==> src/verilog/ppf_pkg.sv <==
// Purpose: Constants and types for the port pin function select block
// Assumes: 16 pins per port group, AXI4-Lite register access
// Notes:   Offsets and reset values live here only
//
// Notes on behaviour
// - Function bit 0: general port, direction bit
// - Software alt mode: software direction, 0 out
// - Direct alt mode: peripheral drives the direction
// - Software alt: output alt if 0, input if 1
// - High/low select pair picks function one-four
// - Direction masked write copies bits under upper mask
// - Function masked write copies bits under upper mask
// - Whole and masked writes both accepted, mixed
// - Debug group pins withheld during debug session
// - Every pin has its own settings
package ppf_pkg;

  localparam int unsigned NPINS = 16;

  // ****************************************************************
  // Register offsets (byte addresses)
  // ****************************************************************
  localparam logic [7:0] OFS_DIR      = 8'h00;
  localparam logic [7:0] OFS_FUNC     = 8'h04;
  localparam logic [7:0] OFS_DIRECT   = 8'h08;
  localparam logic [7:0] OFS_IBUF     = 8'h0C;
  localparam logic [7:0] OFS_ALT_LOW  = 8'h10;
  localparam logic [7:0] OFS_ALT_HIGH = 8'h14;
  localparam logic [7:0] OFS_DIR_MSR  = 8'h18;
  localparam logic [7:0] OFS_FUNC_MSR = 8'h1C;
  localparam logic [7:0] OFS_STATUS   = 8'h20;

  // ****************************************************************
  // Reset values and field layout
  // ****************************************************************
  localparam logic [15:0] RST_DIR    = 16'hFFFF; // Pins come up as inputs
  localparam logic [15:0] RST_FUNC   = 16'h0000;
  localparam logic [15:0] RST_DIRECT = 16'h0000;
  localparam logic [15:0] RST_IBUF   = 16'h0000;
  localparam logic [15:0] RST_ALT    = 16'h0000;
  localparam int unsigned MASK_LSB   = 16;
  localparam logic [1:0] RESP_OKAY   = 2'h0;
  localparam logic [1:0] RESP_SLVERR = 2'h2;

  // Per-pin configuration as stored
  typedef struct packed {
    logic [15:0] dir;
    logic [15:0] func;
    logic [15:0] direct;
    logic [15:0] ibuf;
    logic [15:0] alt_low;
    logic [15:0] alt_high;
  } ppf_cfg_t;

  // Pad drive bundle
  typedef struct packed {
    logic [15:0] out;
    logic [15:0] oe;
    logic [15:0] ie;
  } ppf_pad_t;

endpackage : ppf_pkg

==> src/verilog/ppf_pin_select.sv <==
// Purpose: Per-pin mode, direction and alternative function routing
// Assumes: AXI4-Lite master keeps one write and one read in flight
// Notes:   Pad signals and peripheral bundles are 16 bits, one per pin
//
// Implementation choices: the register offsets and register access over AXI4-Lite.
`timescale 1ns/1ps
module ppf_pin_select
  import ppf_pkg::*;
#(
  parameter bit DEBUG_GROUP = 1'b0
) (
  input  wire logic        aclk,
  input  wire logic        aresetn,
  // AXI4-Lite slave
  input  wire logic [7:0]  s_axi_awaddr,
  input  wire logic        s_axi_awvalid,
  output logic             s_axi_awready,
  input  wire logic [31:0] s_axi_wdata,
  input  wire logic [3:0]  s_axi_wstrb,
  input  wire logic        s_axi_wvalid,
  output logic             s_axi_wready,
  output logic [1:0]       s_axi_bresp,
  output logic             s_axi_bvalid,
  input  wire logic        s_axi_bready,
  input  wire logic [7:0]  s_axi_araddr,
  input  wire logic        s_axi_arvalid,
  output logic             s_axi_arready,
  output logic [31:0]      s_axi_rdata,
  output logic [1:0]       s_axi_rresp,
  output logic             s_axi_rvalid,
  input  wire logic        s_axi_rready,
  // Port data and peripheral side
  input  wire logic        debug_active,
  input  wire logic [15:0] port_out,
  input  wire logic [15:0] alt_out_data [4],
  input  wire logic [15:0] alt_dir_in [4],
  output logic      [15:0] alt_in_data [4],
  output logic      [15:0] alt_in_valid [4],
  output logic      [15:0] port_in,
  // Pad side
  input  wire logic [15:0] pad_in,
  output ppf_pad_t         pad
);

  // ****************************************************************
  // AXI4-Lite write path
  // ****************************************************************
  logic        aw_held;
  logic        w_held;
  logic [7:0]  aw_addr;
  logic [31:0] w_data;
  logic [3:0]  w_strb;
  logic        bvalid;
  logic [1:0]  bresp;
  logic        next_aw_held;
  logic        next_w_held;
  logic [7:0]  next_aw_addr;
  logic [31:0] next_w_data;
  logic [3:0]  next_w_strb;
  logic        next_bvalid;
  logic [1:0]  next_bresp;
  logic        wr_fire;
  logic        wr_known;

  // Address and data taken in either order; no new ones until response
  assign s_axi_awready = !aw_held && !bvalid;
  assign s_axi_wready  = !w_held && !bvalid;
  assign s_axi_bvalid  = bvalid;
  assign s_axi_bresp   = bresp;
  assign wr_fire       = aw_held && w_held && !bvalid;
  assign wr_known      = aw_addr inside {OFS_DIR, OFS_FUNC, OFS_DIRECT,
                           OFS_IBUF, OFS_ALT_LOW, OFS_ALT_HIGH, OFS_DIR_MSR,
                           OFS_FUNC_MSR}; // Status is read only

  // Write channel bookkeeping
  always_comb begin
    next_aw_held = aw_held;
    next_w_held  = w_held;
    next_aw_addr = aw_addr;
    next_w_data  = w_data;
    next_w_strb  = w_strb;
    next_bvalid  = bvalid;
    next_bresp   = bresp;
    if (s_axi_awvalid && s_axi_awready) begin
      next_aw_held = 1'b1;
      next_aw_addr = s_axi_awaddr;
    end
    if (s_axi_wvalid && s_axi_wready) begin
      next_w_held = 1'b1;
      next_w_data = s_axi_wdata;
      next_w_strb = s_axi_wstrb;
    end
    if (wr_fire) begin
      next_aw_held = 1'b0;
      next_w_held  = 1'b0;
      next_bvalid  = 1'b1;
      next_bresp   = wr_known ? RESP_OKAY : RESP_SLVERR;
    end else if (bvalid && s_axi_bready) begin
      next_bvalid = 1'b0;
    end
  end

  always_ff @(posedge aclk) begin
    if (!aresetn) begin
      aw_held <= 1'b0;
      w_held  <= 1'b0;
      aw_addr <= 8'h00;
      w_data  <= 32'h00000000;
      w_strb  <= 4'h0;
      bvalid  <= 1'b0;
      bresp   <= RESP_OKAY;
    end else begin
      aw_held <= next_aw_held;
      w_held  <= next_w_held;
      aw_addr <= next_aw_addr;
      w_data  <= next_w_data;
      w_strb  <= next_w_strb;
      bvalid  <= next_bvalid;
      bresp   <= next_bresp;
    end
  end

  // ****************************************************************
  // Configuration registers
  // ****************************************************************
  ppf_cfg_t    cfg;
  logic [31:0] wd_masked;

  // Unstrobed bytes of a masked write count as zero: no mask, no change
  always_comb begin
    wd_masked = w_data;
    for (int b = 0; b < 4; b++) begin
      if (!w_strb[b]) begin
        wd_masked[b*8 +: 8] = 8'h00;
      end
    end
  end

  ppf_mask_reg #(.RESET_VALUE(RST_DIR)) u_dir (
    .aclk      (aclk),
    .aresetn   (aresetn),
    .whole_we  (wr_fire && aw_addr == OFS_DIR && w_strb[1:0] == 2'h3),
    .masked_we (wr_fire && aw_addr == OFS_DIR_MSR),
    .wdata     (aw_addr == OFS_DIR_MSR ? wd_masked : w_data),
    .value     (cfg.dir)
  );

  ppf_mask_reg #(.RESET_VALUE(RST_FUNC)) u_func (
    .aclk      (aclk),
    .aresetn   (aresetn),
    .whole_we  (wr_fire && aw_addr == OFS_FUNC && w_strb[1:0] == 2'h3),
    .masked_we (wr_fire && aw_addr == OFS_FUNC_MSR),
    .wdata     (aw_addr == OFS_FUNC_MSR ? wd_masked : w_data),
    .value     (cfg.func)
  );

  logic [15:0] next_direct;
  logic [15:0] next_ibuf;
  logic [15:0] next_alt_low;
  logic [15:0] next_alt_high;

  // Plain registers; both low byte strobes (wstrb 1:0) are needed to update them
  always_comb begin
    next_direct   = cfg.direct;
    next_ibuf     = cfg.ibuf;
    next_alt_low  = cfg.alt_low;
    next_alt_high = cfg.alt_high;
    if (wr_fire && w_strb[1:0] == 2'h3) begin
      case (aw_addr)
        OFS_DIRECT:   next_direct   = w_data[15:0];
        OFS_IBUF:     next_ibuf     = w_data[15:0];
        OFS_ALT_LOW:  next_alt_low  = w_data[15:0];
        OFS_ALT_HIGH: next_alt_high = w_data[15:0];
        default:      next_direct   = cfg.direct;
      endcase
    end
  end

  always_ff @(posedge aclk) begin
    if (!aresetn) begin
      cfg.direct   <= RST_DIRECT;
      cfg.ibuf     <= RST_IBUF;
      cfg.alt_low  <= RST_ALT;
      cfg.alt_high <= RST_ALT;
    end else begin
      cfg.direct   <= next_direct;
      cfg.ibuf     <= next_ibuf;
      cfg.alt_low  <= next_alt_low;
      cfg.alt_high <= next_alt_high;
    end
  end

  // ****************************************************************
  // Per-pin routing
  // ****************************************************************
  logic        withheld;
  logic [15:0] pin_is_out;
  logic [15:0] pad_out_c;
  logic [15:0] pad_ie_c;

  // Debug group gives its pins up while a session runs
  assign withheld = DEBUG_GROUP && debug_active;

  for (genvar m = 0; m < NPINS; m++) begin : g_pin
    logic [1:0] sel;
    logic [3:0] hit;
    assign sel = {cfg.alt_high[m], cfg.alt_low[m]};
    always_comb begin
      pin_is_out[m] = !cfg.dir[m];
      pad_out_c[m]  = port_out[m];
      hit           = 4'h0;
      if (cfg.func[m]) begin
        if (cfg.direct[m]) begin
          pin_is_out[m] = alt_dir_in[sel][m];
        end
        pad_out_c[m] = alt_out_data[sel][m];
        hit[sel]     = !pin_is_out[m];
      end
      // Port input needs software's buffer enable; alt input on whenever the pin is an input
      pad_ie_c[m] = !pin_is_out[m] && (cfg.func[m] || cfg.ibuf[m]);
      if (withheld) begin
        hit           = 4'h0;
        pin_is_out[m] = 1'b0;
        pad_ie_c[m]   = 1'b0;
      end
    end
    // Each bit has one driver; every function sees the pad level
    for (genvar f = 0; f < 4; f++) begin : g_fn
      assign alt_in_data[f][m]  = pad_in[m];
      assign alt_in_valid[f][m] = hit[f];
    end
  end

  // Pad drive is registered so data outputs come from flip-flops
  always_ff @(posedge aclk) begin
    if (!aresetn) begin
      pad     <= '0;
      port_in <= 16'h0000;
    end else begin
      pad.out <= pad_out_c;
      pad.oe  <= pin_is_out;
      pad.ie  <= pad_ie_c;
      port_in <= pad_in & pad_ie_c & ~cfg.func;
    end
  end

  // ****************************************************************
  // AXI4-Lite read path
  // ****************************************************************
  logic        rvalid;
  logic [31:0] rdata;
  logic [1:0]  rresp;
  logic        next_rvalid;
  logic [31:0] next_rdata;
  logic [1:0]  next_rresp;

  assign s_axi_arready = !rvalid;
  assign s_axi_rvalid  = rvalid;
  assign s_axi_rdata   = rdata;
  assign s_axi_rresp   = rresp;

  // Masked registers read zero; status shows live direction
  always_comb begin
    next_rvalid = rvalid;
    next_rdata  = rdata;
    next_rresp  = rresp;
    if (s_axi_arvalid && !rvalid) begin
      next_rvalid = 1'b1;
      next_rresp  = RESP_OKAY;
      case (s_axi_araddr)
        OFS_DIR:      next_rdata = {16'h0000, cfg.dir};
        OFS_FUNC:     next_rdata = {16'h0000, cfg.func};
        OFS_DIRECT:   next_rdata = {16'h0000, cfg.direct};
        OFS_IBUF:     next_rdata = {16'h0000, cfg.ibuf};
        OFS_ALT_LOW:  next_rdata = {16'h0000, cfg.alt_low};
        OFS_ALT_HIGH: next_rdata = {16'h0000, cfg.alt_high};
        OFS_DIR_MSR,
        OFS_FUNC_MSR: next_rdata = 32'h00000000;
        OFS_STATUS:   next_rdata = {16'h0000, pad.oe};
        default: {next_rdata, next_rresp} = {32'h00000000, RESP_SLVERR};
      endcase
    end else if (rvalid && s_axi_rready) begin
      next_rvalid = 1'b0;
    end
  end

  always_ff @(posedge aclk) begin
    if (!aresetn) begin
      rvalid <= 1'b0;
      rdata  <= 32'h00000000;
      rresp  <= RESP_OKAY;
    end else begin
      rvalid <= next_rvalid;
      rdata  <= next_rdata;
      rresp  <= next_rresp;
    end
  end

  // ****************************************************************
  // Checks
  // ****************************************************************
  a_port_dir_follows : assert property (@(posedge aclk) disable iff (!aresetn)
    !withheld && !cfg.func[0] |=> pad.oe[0] == !$past(cfg.dir[0]))
    else $error("port mode direction wrong");

  a_sw_alt_dir : assert property (@(posedge aclk) disable iff (!aresetn)
    !withheld && cfg.func[1] && !cfg.direct[1]
      |=> pad.oe[1] == !$past(cfg.dir[1]))
    else $error("software alt direction wrong");

  a_direct_alt_dir : assert property (@(posedge aclk) disable iff (!aresetn)
    !withheld && cfg.func[2] && cfg.direct[2]
      |=> pad.oe[2] == $past(alt_dir_in[{cfg.alt_high[2],cfg.alt_low[2]}][2]))
    else $error("direct alt direction wrong");

  a_alt_out_route : assert property (@(posedge aclk) disable iff (!aresetn)
    cfg.func[3] |=> pad.out[3] ==
      $past(alt_out_data[{cfg.alt_high[3],cfg.alt_low[3]}][3]))
    else $error("alt output routed wrongly");

  a_alt_in_one : assert property (@(posedge aclk) disable iff (!aresetn)
    cfg.func[4] && !cfg.direct[4] && cfg.dir[4] && !withheld
      |-> alt_in_valid[{cfg.alt_high[4],cfg.alt_low[4]}][4])
    else $error("alt input not selected");

  a_debug_release : assert property (@(posedge aclk) disable iff (!aresetn)
    withheld [*2] |-> pad.oe == 16'h0000)
    else $error("debug group still driven");

  a_write_resp : assert property (@(posedge aclk) disable iff (!aresetn)
    wr_fire |=> bvalid)
    else $error("write response missing");

  a_func_whole : assert property (@(posedge aclk) disable iff (!aresetn)
    wr_fire && aw_addr == OFS_FUNC && w_strb[1:0] == 2'h3
      |=> cfg.func == $past(w_data[15:0]))
    else $error("whole write to function lost");

endmodule : ppf_pin_select

==> src/verilog/ppf_mask_reg.sv <==
// Purpose: One 16-bit config register with whole and masked write
// Assumes: At most one whole and one masked write per cycle
// Notes:   Masked write applied after whole write, so it wins
`timescale 1ns/1ps
module ppf_mask_reg
  import ppf_pkg::*;
#(
  parameter logic [15:0] RESET_VALUE = 16'h0000
) (
  input  wire logic        aclk,
  input  wire logic        aresetn,
  input  wire logic        whole_we,
  input  wire logic        masked_we,
  input  wire logic [31:0] wdata,
  output logic      [15:0] value
);

  logic [15:0] next_value;

  // Whole write first, then masked bits on top
  always_comb begin
    next_value = value;
    if (whole_we) begin
      next_value = wdata[15:0];
    end
    if (masked_we) begin
      next_value = (next_value & ~wdata[31:MASK_LSB])
                 | (wdata[15:0] & wdata[31:MASK_LSB]);
    end
  end

  always_ff @(posedge aclk) begin
    if (!aresetn) begin
      value <= RESET_VALUE;
    end else begin
      value <= next_value;
    end
  end

  a_masked_keeps_bits : assert property (@(posedge aclk) disable iff (!aresetn)
    masked_we && !whole_we |=> ((value ^ $past(value)) & ~$past(wdata[31:16]))
      == 16'h0000)
    else $error("masked write disturbed unmasked bit");

  a_masked_sets_bits : assert property (@(posedge aclk) disable iff (!aresetn)
    masked_we |=> ((value ^ $past(wdata[15:0])) & $past(wdata[31:16]))
      == 16'h0000)
    else $error("masked write did not copy bit");

endmodule : ppf_mask_reg

==> config.mk <==
export PLATFORM = sky130hd
export DESIGN_NAME = ppf_pin_select
export DESIGN_NICKNAME = d
export VERILOG_FILES = /design/src/verilog/ppf_pkg.sv /design/src/verilog/ppf_pin_select.sv /design/src/verilog/ppf_mask_reg.sv
export SDC_FILE = /design/constraint.sdc
export NUM_CORES = 1
export LEC_CHECK = 0
export BUFFER_PORTS_ARGS = -buffer_cell sky130_fd_sc_hd__buf_2
export CAP_MARGIN = 5
export CORE_AREA = 2 2 174 176
export DETAILED_ROUTE_END_ITERATION = 6
export DIE_AREA = 0 0 176 178
export MAX_ROUTING_LAYER = met4
export PLACE_DENSITY_LB_ADDON = 0.3
export SLEW_MARGIN = 5
export SYNTH_ARGS = -nofsm -noshare
export SYNTH_HDL_FRONTEND = slang
export SYNTH_HIERARCHICAL = 1
export SYNTH_SLANG_ARGS = --single-unit
==> constraint.sdc <==
create_clock -name aclk -period 2.3 [get_ports aclk]
set_input_delay 0.345 -clock aclk [delete_from_list [all_inputs] [get_ports aclk]]
set_output_delay 0.345 -clock aclk [all_outputs]
set_load 0.01 [all_outputs]
==> summary.md, run 1 <==
| Metric | Value |
|---|---|
| Run status | finished with violations |
| Failing checks | negative setup slack |
| Met2 Use GR | 41.5% |
| Total power | 9.29 mW |
| Clk_skew | 0.0132 ns |
| Power Dens Cells | 601 mW/mm² |
| Worst EP arrival | 2.03 ns |
| GRT Overall Usage | 26.6% |
| Fin nets | 1967 |
| Min-delay worst type | in -> reg |
| I/O pin count | 453 |
| Post-synth top area cell | dfxtp_1 |
| Register area share after synthesis | 37.2% |
| Worst r2r dst | u_func/value[13] |
| Top cells by area, synth | dfxtp_1 (37%), mux2i_1 (11%), mux4_2 (5.9%), buf_4 (5.2%), nor2b_1 (5.1%) |
| RSZ-0062 raised after global routing | true |
| Iter 0 DRT Violations | 792 |
| CP Data Required Time | 1.96 ns |
| Area Growth Syn to Fin | 27.1% |
| Critical path's top delay family | multiplexers |
| Distinct cells, synth | 60 |
| Chip height | 178 µm |
| Routability cong. | 0.985 |
| Fin crit share | 103% |
| Grt ovf | 0 |
| Clock transition at the registers of the reported paths | 0.06 ns |
| Fin crit period | 2.38 ns |
| Gr busiest metal | met2 |
| FMAX | 0.420 GHz |
| Vias/cell | 5.39 |
| Critical path class | reg -> out |
| Vias post-DR | 11600 |
| CTS Buf Count | 26 |
| Die ar. | 0.0313 mm² |
| Pre-CTS setup slack | 0.0920 ns |
| Max-cap viol count | 0 |
| Leakage | 7.32 nW |
| Crit path from | cfg[31] |
| CP endpoint | alt_in_valid[31] |
| Mapped cell area | 0.0122 mm² |
| Core Area | 0.0294 mm² |
| Vias in the first global route | 10500 |
| Remaining DRCs | 0 |
| Drt first pass iters | 5 |
| Share of synthesized flip-flops with an asynchronous set or reset | 0% |
| CP Capture Type | output pin |
| Max-slew violation count | 0 |
| Startpoint types | flip-flop |
| TNS Setup | -0.292 ns |
| Setup-failing EPs final | 9 |
| Reg2Reg Setup Slack | 0.28 ns |
| IO buf count | 433 |
| Critical-path cell list | mux4_2, nand2_1, o211ai_1, nor3b_1, buf_2 |
| Starting Density | 41.4% |
| Worst path buffer plus inverter count | 1 |
| Cells after synthesis | 1372 |
| WHS | 0.0480 ns |
| Root Driver | clkbuf_16 |
| DR WL/cell | 19.7 µm |
| #FFs+latches synth | 226 |
| Initial antenna violation count | 1 |
| Max Fanout on Critical Path | 5 |
| Post-DP HPWL | 31.3 mm |
| Worst r2r path cells | 7 |
| Final-report hold violation count | 0 |
| Stages on worst setup path | 5 |
| Setup ws final | -0.0791 ns |
| Yosys Warn Count | 6 |
| Reg-to-reg startpoint | s_axi_bvalid |
| Peak supply drop | 531 µV |
| # rows | 63 |
| Post-synth top area share | 37.2% |
| CTS tree | yes |
| Max Root-Sink Buffers | 3 |
| Utilization after layout | 52.6% |
| H-tree levels | 1 |
| Antenna Nets Post-Route | 0 |
| Largest stage delay, worst path | 0.50 ns |
| Worst Max-Slew Pin Slew | 1.00 ns |
| Layout cells sized above 1 | 36.8% |
| Met1 Use GR | 36.2% |
| Overall routed net length | 42.5 mm |
| GR Util met3 | 3.94% |
| EDFF count, synth | 0 |
| Largest net degree at the start of global routing | 160 |
| Top_reg_cell synth | dfxtp_1 |
| First-pass GRT wire length | 62.6 mm |
| CTS sink cnt | 226 |
| Fillers | 2763 |
| Avg Inst Size Synth | 8.86 µm² |
| Latest clock arrival within the worst-skew pair | 0.53 ns |
| Slowest cell on crit path | mux4_2 |
| Die span in x | 176 µm |
| Relative slew slack | 33.0% |
-- where the power goes --
group          switching, mW  internal, mW  total [mW]  leakage (nW)
registers              0.100          3.99        4.09          1.84
logic                  0.504         0.394       0.898          5.04
clock network           1.66          2.64        4.30         0.436
total                   2.26          7.03        9.29          7.32
-- flip-flops by register name, indices dropped and copies added (netlist names) --
register	count
u_func/value	16
port_in	16
cfg	64
aw_held	1
w_held	1
s_axi_rvalid	1
aw_addr	8
s_axi_rresp	1
w_strb	4
pad	48
s_axi_bresp	1
s_axi_rdata	16
u_dir/value	16
s_axi_bvalid	1
w_data	32
-- how the worst min path moves through the flow --
stage	depth (start not counted)	startpoint	slack (ns)	to
detailed placement	2	s_axi_rdata[5]	0.44	s_axi_rdata[5]
global placement	2	s_axi_rdata[4]	0.43	s_axi_rdata[4]
global route	3	s_axi_wdata[5]	0.04	w_data[5]
floorplan	2	u_func/value[11]	0.44	u_func/value[11]
finish	3	port_out[10]	0.05	pad[42]
CTS	3	port_out[3]	0.03	pad[35]
-- kinds of logic after synthesis --
logic type,count (synthesis),synth area share (%)
other,1,0.0308
buffers and inverters,207,9.94
muxes,169,17.2
DFF,226,37.2
AOI/OAI and AO/OA,276,15.7
and+or+nand+nor,493,19.9
-- through the flow --
| stage | cell area, µm² | std cells |
|---|---|---|
| 2_1_floorplan | 12200 | 1389 |
| 3_3_place_gp | 14300 | 2101 |
| 3_5_place_dp | 14300 | 2101 |
| 4_1_cts | 15300 | 2152 |
| 5_1_grt | 15400 | 2157 |
| 6_report | 15500 | 2158 |
-- synthesized netlist by cell type, types with 3 or more instances --
library cell / n
nor3_4: 3
nand2_1: 163
o21a_1: 6
o32ai_1: 9
nand4_2: 4
a21oi_2: 19
a32oi_1: 3
buf_6: 9
nor2_1: 145
a211oi_1: 12
a31oi_1: 13
o21ai_0: 25
buf_4: 84
inv_1: 27
a22o_1: 15
a21oi_1: 91
nor3_1: 21
and4b_1: 4
mux2i_1: 137
nor3b_1: 4
nor2b_1: 100
a22oi_1: 15
buf_2: 16
a222oi_1: 5
o211ai_1: 6
and2_1: 4
clkbuf_1: 64
nand3b_1: 4
a221oi_1: 8
and3_1: 12
buf_1: 3
nand4b_1: 4
and3b_1: 11
mux4_2: 32
o22ai_1: 5
dfxtp_1: 226
a2111oi_0: 36
-- worst reg2reg max path, stage by stage, from the launching register on --
cell and delay [ns]:
dfxtp_1 0.34, and3b_1 0.44, and2_1 0.22, nand2_1 0.07, nor4_2 0.17, buf_4 0.31, a21oi_1 0.17, mux2i_1 0.17
-- timing repair --
item / CTS / global route
endpoints found under the setup margin: 32 / 41
hold buffers: 1 / 0
setup buffers: 3 / 4
hold endpoints to repair: 1 / 0
resized for setup: 30 / 31
pin swaps: 6 / 3
-- final cells by class --
type	count	area (µm²)	area share [%]
antenna	2	5.00	0.0324
sequential	226	4550	29.4
multi-input combinational	956	6640	43.0
clock buffer	39	771	4.99
timing repair buffer	509	2770	17.9
clock inverter	8	121	0.785
inverter	28	110	0.713
tap	390	488	3.16
-- layer usage --
metal / wire (µm) / vias to the layer above / part of all wire [%]
met3: 3080 / 62 / 7.2
met4: 987 / 0 / 2.3
li1: - / 5527 / -
met1: 19000 / 5545 / 45
met2: 19400 / 490 / 46
met5: 0 / - / 0
-- cells in the final DEF (no fill, tap or decap), types with 18 or more instances in the layout --
master / n
conb_1: 18
a21oi_2: 19
buf_2: 433
nor3_1: 20
a21oi_1: 91
buf_4: 73
nor2b_1: 97
mux2i_1: 137
nor2_1: 143
inv_1: 27
dfxtp_1: 211
clkbuf_16: 27
nand2_1: 163
mux4_2: 32
Power figures use the tool's default switching activity.
==> run 2, diff against run 1 <==
--- a/config.mk
+++ b/config.mk
@@ -11,7 +11,8 @@
 export DETAILED_ROUTE_END_ITERATION = 6
 export DIE_AREA = 0 0 176 178
 export MAX_ROUTING_LAYER = met4
-export PLACE_DENSITY_LB_ADDON = 0.3
+export PLACE_DENSITY = 0.69
+export RECOVER_POWER = 25
 export SLEW_MARGIN = 5
 export SYNTH_ARGS = -nofsm -noshare
 export SYNTH_HDL_FRONTEND = slang
==> summary.md, run 2 (synthesis gave the netlist of run 1 again) <==
| Metric | Value |
|---|---|
| Min-delay worst type | in -> reg |
| Initial antenna violation count | 4 |
| Top Layer Used | met4 |
| Worst Max-Slew Pin Slew | 1.91 ns |
| Remaining DRCs | 0 |
| Vias post-DR | 11700 |
| Crit path from | cfg[28] |
| Total power | 9.43 mW |
| Worst EP arrival | 2.11 ns |
| Largest net degree at the start of global routing | 160 |
| Power Dens Cells | 616 mW/mm² |
| Failing checks | max-capacitance violations, max-slew violations, negative setup slack |
| Critical path class | reg -> out |
| GRT Overall Usage | 26.8% |
| Drt first pass iters | 5 |
| CP Data Required Time | 1.96 ns |
| Relative slew slack | -27.2% |
| Setup ws final | -0.157 ns |
| Fin crit share | 107% |
| Layout cells sized above 1 | 32.0% |
| Latest clock arrival within the worst-skew pair | 0.52 ns |
| Routability cong. | 0.880 |
| Iter 0 DRT Violations | 901 |
| TNS Setup | -0.930 ns |
| Reg-to-reg startpoint | aw_addr[7] |
| Reg with most FFs | cfg |
| Biggest regs | cfg (64), pad (48), w_data (32) |
| Core Area | 0.0294 mm² |
| Die span in x | 176 µm |
| Chip height | 178 µm |
| Max-cap viol count | 1 |
| Overall routed net length | 42.7 mm |
| RSZ-0062 raised after global routing | true |
| Leading cell type in the layout, fill and taps excluded | buf_2 |
| Max-slew violation count | 160 |
| Fin nets | 1962 |
| Routed met1 length | 19.0 mm |
| Max Fanout on Critical Path | 5 |
| Die ar. | 0.0313 mm² |
| Clk_skew | 0.0119 ns |
| CTS tree | yes |
| Vias in the first global route | 10700 |
| FMAX | 0.407 GHz |
| IO buf count | 433 |
| # rows | 63 |
| Hold_sp | port_out[0] |
| Area Growth Syn to Fin | 25.8% |
| Fin crit period | 2.46 ns |
| I/O pin count | 453 |
| Pre-CTS setup slack | 0.122 ns |
| Max FFs per register | 64 |
| CTS sink cnt | 226 |
| CTS Buf Count | 26 |
| First-pass GRT wire length | 63.3 mm |
| Antenna Nets Post-Route | 0 |
| DR WL/cell | 19.8 µm |
| Met3 Wirelength | 3.10 mm |
| H-tree levels | 1 |
| Peak supply drop | 431 µV |
| Setup-failing EPs final | 11 |
| Post-DP HPWL | 31.5 mm |
| Run status | finished with violations |
| Startpoint types | flip-flop |
| Leakage | 7.03 nW |
| Vias/cell | 5.42 |
| CP Capture Type | output pin |
| Max Root-Sink Buffers | 3 |
| Root Driver | clkbuf_16 |
| Clock transition at the registers of the reported paths | 0.06 ns |
| Final-report hold violation count | 0 |
| Met2 WL post-DR | 19.6 mm |
| Grt ovf | 0 |
| Commonest non-fill, non-tap cells in the layout | buf_2 (358), dfxtp_1 (211), nand2_1 (163) |
| Starting Density | 41.4% |
[run 2: changes by cell type in the layout (fill, tap and decap cells not counted), sizes merged, moves of 3 or more]
| cell | change |
|---|---|
| diode | +3 |
| clkbuf | +81 |
| clkinv | +5 |
| buf | -92 |
[run 2: stage by stage]
step | cells | hold WS (ns) | cell area, µm² | util (%)
after global routing | 2155 | 0.0520 | 15300 | 52.0
after detailed placement | 2100 | 0.445 | 14300 | 48.8
after global placement | 2100 | 0.437 | 14300 | 48.8
after floorplan | 1389 | 0.437 | 12200 | -
after CTS | 2150 | 0.0253 | 15400 | 52.3
final | 2156 | 0.0533 | 15300 | 52.0
[run 2: worst paths after layout]
check / cells past startpoint / end / slack [ns]
worst max-delay path: 5 / alt_in_valid[60] / -0.16
worst min-delay path: 3 / pad[32] / 0.05
worst max register to register: 7 / u_dir/value[13] / 0.23
worst min register to register: 2 / s_axi_rdata[14] / 0.46
[run 2: what timing repair did]
item,CTS,global route
hold endpoints to repair,1,0
pin swaps,8,6
setup buffers,2,1
gates resized for setup,30,27
setup endpoints to repair,25,42
hold buffers,1,0
[run 2: layout make-up]
class                      count  area, µm²
clock buffer                  33        748
sequential                   226       4540
clock inverter                14        186
inverter                      28        109
fill                        2813      14100
multi-input combinational    956       6630
antenna                        5       12.5
timing repair buffer         504       2580
tap                          390        488
[run 2: critical path, cell delays in order (launching register included)]
cell	delay [ns]
dfxtp_2	0.34
mux4_2	0.53
nand2_1	0.08
o211ai_1	0.21
nor3_1	0.25
buf_2	0.18
[run 2: layer usage]
layer | track usage, % | up-vias
met4 | 7.27 | 0
met3 | 3.90 | 70
met2 | 41.5 | 496
met1 | 36.7 | 5600
met5 | - | -
li1 | - | 5529
[run 2: where the power goes]
part	internal [mW]	switching, mW	leakage (nW)
logic	0.372	0.506	4.73
registers	3.99	0.0989	1.84
clock network	2.75	1.71	0.464
==> run 3, diff against run 2 <==
--- a/config.mk
+++ b/config.mk
@@ -12,7 +12,6 @@
 export DIE_AREA = 0 0 176 178
 export MAX_ROUTING_LAYER = met4
 export PLACE_DENSITY = 0.69
-export RECOVER_POWER = 25
 export SLEW_MARGIN = 5
 export SYNTH_ARGS = -nofsm -noshare
 export SYNTH_HDL_FRONTEND = slang
==> summary.md, run 3 (synthesis gave the netlist of run 1 again) <==
| Metric | Value |
|---|---|
| Die span in x | 176 µm |
| Routability cong. | 0.880 |
| Peak supply drop | 430 µV |
| Critical path class | reg -> out |
| CTS sink cnt | 226 |
| Startpoint types | flip-flop |
| Iter 0 DRT Violations | 921 |
| CP endpoint | alt_in_valid[60] |
| I/O pin count | 453 |
| Final-report hold violation count | 0 |
| H-tree levels | 1 |
| First-pass GRT wire length | 63.3 mm |
| GRT Overall Usage | 26.8% |
| Leakage | 7.30 nW |
| Worst r2r dst | u_dir/value[13] |
| Register area | 0.00454 mm² |
| Worst r2r path cells | 7 |
| Layout cells sized above 1 | 36.9% |
| CP Data Required Time | 1.96 ns |
| Failing checks | negative setup slack |
| Post-DP HPWL | 31.5 mm |
| Overall routed net length | 42.6 mm |
| Hold depth | 3 |
| IO buf count | 433 |
| Pre-CTS setup slack | 0.122 ns |
| Clock transition at the registers of the reported paths | 0.06 ns |
| Area of the multi-input gates | 0.00663 mm² |
| Clk_skew | 0.0164 ns |
| Leading cell type in the layout, fill and taps excluded | buf_2 |
| WHS | 0.0492 ns |
| Biggest regs | cfg (64), pad (48), w_data (32) |
| Drt first pass iters | 5 |
| Fillers | 2759 |
| Max-cap viol count | 0 |
| CTS tree | yes |
| Vias in the first global route | 10700 |
| CP Capture Type | output pin |
| Core Area | 0.0294 mm² |
| Reg with most FFs | cfg |
| Vias/cell | 5.43 |
| Max-slew violation count | 0 |
| Area Growth Syn to Fin | 27.0% |
| Grt ovf | 0 |
| Largest net degree at the start of global routing | 160 |
| Reg-to-reg startpoint | aw_addr[7] |
| Die ar. | 0.0313 mm² |
| CTS Buf Count | 26 |
| Remaining DRCs | 0 |
| Latest clock arrival within the worst-skew pair | 0.53 ns |
| # rows | 63 |
| Setup-failing EPs final | 11 |
| Fin crit period | 2.46 ns |
| Setup ws final | -0.164 ns |
| Min-delay worst type | in -> reg |
| Reg2Reg Setup Slack | 0.24 ns |
| Max FFs per register | 64 |
| Worst EP arrival | 2.12 ns |
| Crit path from | cfg[28] |
| Power Dens Cells | 612 mW/mm² |
| Root Driver | clkbuf_16 |
| Total power | 9.45 mW |
| RSZ-0062 raised after global routing | true |
| Initial antenna violation count | 4 |
| Starting Density | 41.4% |
| Antenna Nets Post-Route | 0 |
| Vias post-DR | 11700 |
| DR WL/cell | 19.7 µm |
| Max Root-Sink Buffers | 3 |
| Commonest non-fill, non-tap cells in the layout | buf_2 (432), dfxtp_1 (211), nand2_1 (163) |
| Chip height | 178 µm |
| Relative slew slack | 36.0% |
| Run status | finished with violations |
| Max Fanout on Critical Path | 5 |
| Fin crit share | 107% |
| FMAX | 0.406 GHz |
| Worst Max-Slew Pin Slew | 0.960 ns |
| Fin nets | 1962 |
| TNS Setup | -0.961 ns |
[run 3: changes by cell type in the layout (fill, tap and decap cells not counted), sizes merged]
cell      previous run  this run
buf                416       503
clkbuf             120        33
clkinvlp             2         1
inv                 28        29
[run 3: cell type report]
type / instances / area share (%)
repair buffers: 504 / 17.7
clock inverters: 14 / 1.21
multi-input cells: 956 / 42.9
diodes: 5 / 0.0810
flip-flops and latches: 226 / 29.4
well taps: 390 / 3.16
inverters: 28 / 0.713
clock buffers: 33 / 4.84
[run 3: where the power goes]
part / internal (mW) / switching (mW) / total [mW]
Combinational: 0.392 / 0.504 / 0.896
Sequential: 3.99 / 0.0988 / 4.09
Clock: 2.75 / 1.71 / 4.47
[run 3: per-layer routing]
layer / up-vias / routed length [µm] / track usage (%) / part of all wire, %
li1: 5524 / - / - / -
met1: 5616 / 19000 / 36.7 / 45
met2: 510 / 19600 / 41.5 / 46
met3: 66 / 3020 / 3.90 / 7.1
met4: 0 / 994 / 7.27 / 2.3
met5: - / 0 / - / 0
[run 3: worst min-delay path by stage]
stage                       endpoint        startpoint
floorplan           u_func/value[11]  u_func/value[11]
finish                       pad[32]       port_out[0]
CTS                          pad[32]       port_out[0]
global placement      s_axi_rdata[3]    s_axi_rdata[3]
global route                 pad[47]      port_out[15]
detailed placement    s_axi_rdata[5]    s_axi_rdata[5]
[run 3: repair_timing]
item,4_1_cts,5_1_grt
endpoints found under the hold margin,1,0
endpoints found under the setup margin,25,42
gates cloned,0,0
gates resized for setup,30,27
pin swaps,8,6
hold buffers,1,0
buffers inserted,2,1
[run 3: worst max-delay path, stage by stage (launching register included)]
cell and delay, ns:
dfxtp_2 0.35, mux4_2 0.53, nand2_1 0.08, o211ai_1 0.21
nor3_1 0.25, buf_2 0.18
[run 3: per-stage QoR]
stage | std cells | cell area (µm²) | utilization (%)
after global placement | 2100 | 14300 | 48.8
after global routing | 2155 | 15400 | 52.5
after detailed placement | 2100 | 14300 | 48.8
after CTS | 2150 | 15400 | 52.3
final | 2156 | 15400 | 52.5
after floorplan | 1389 | 12200 | -
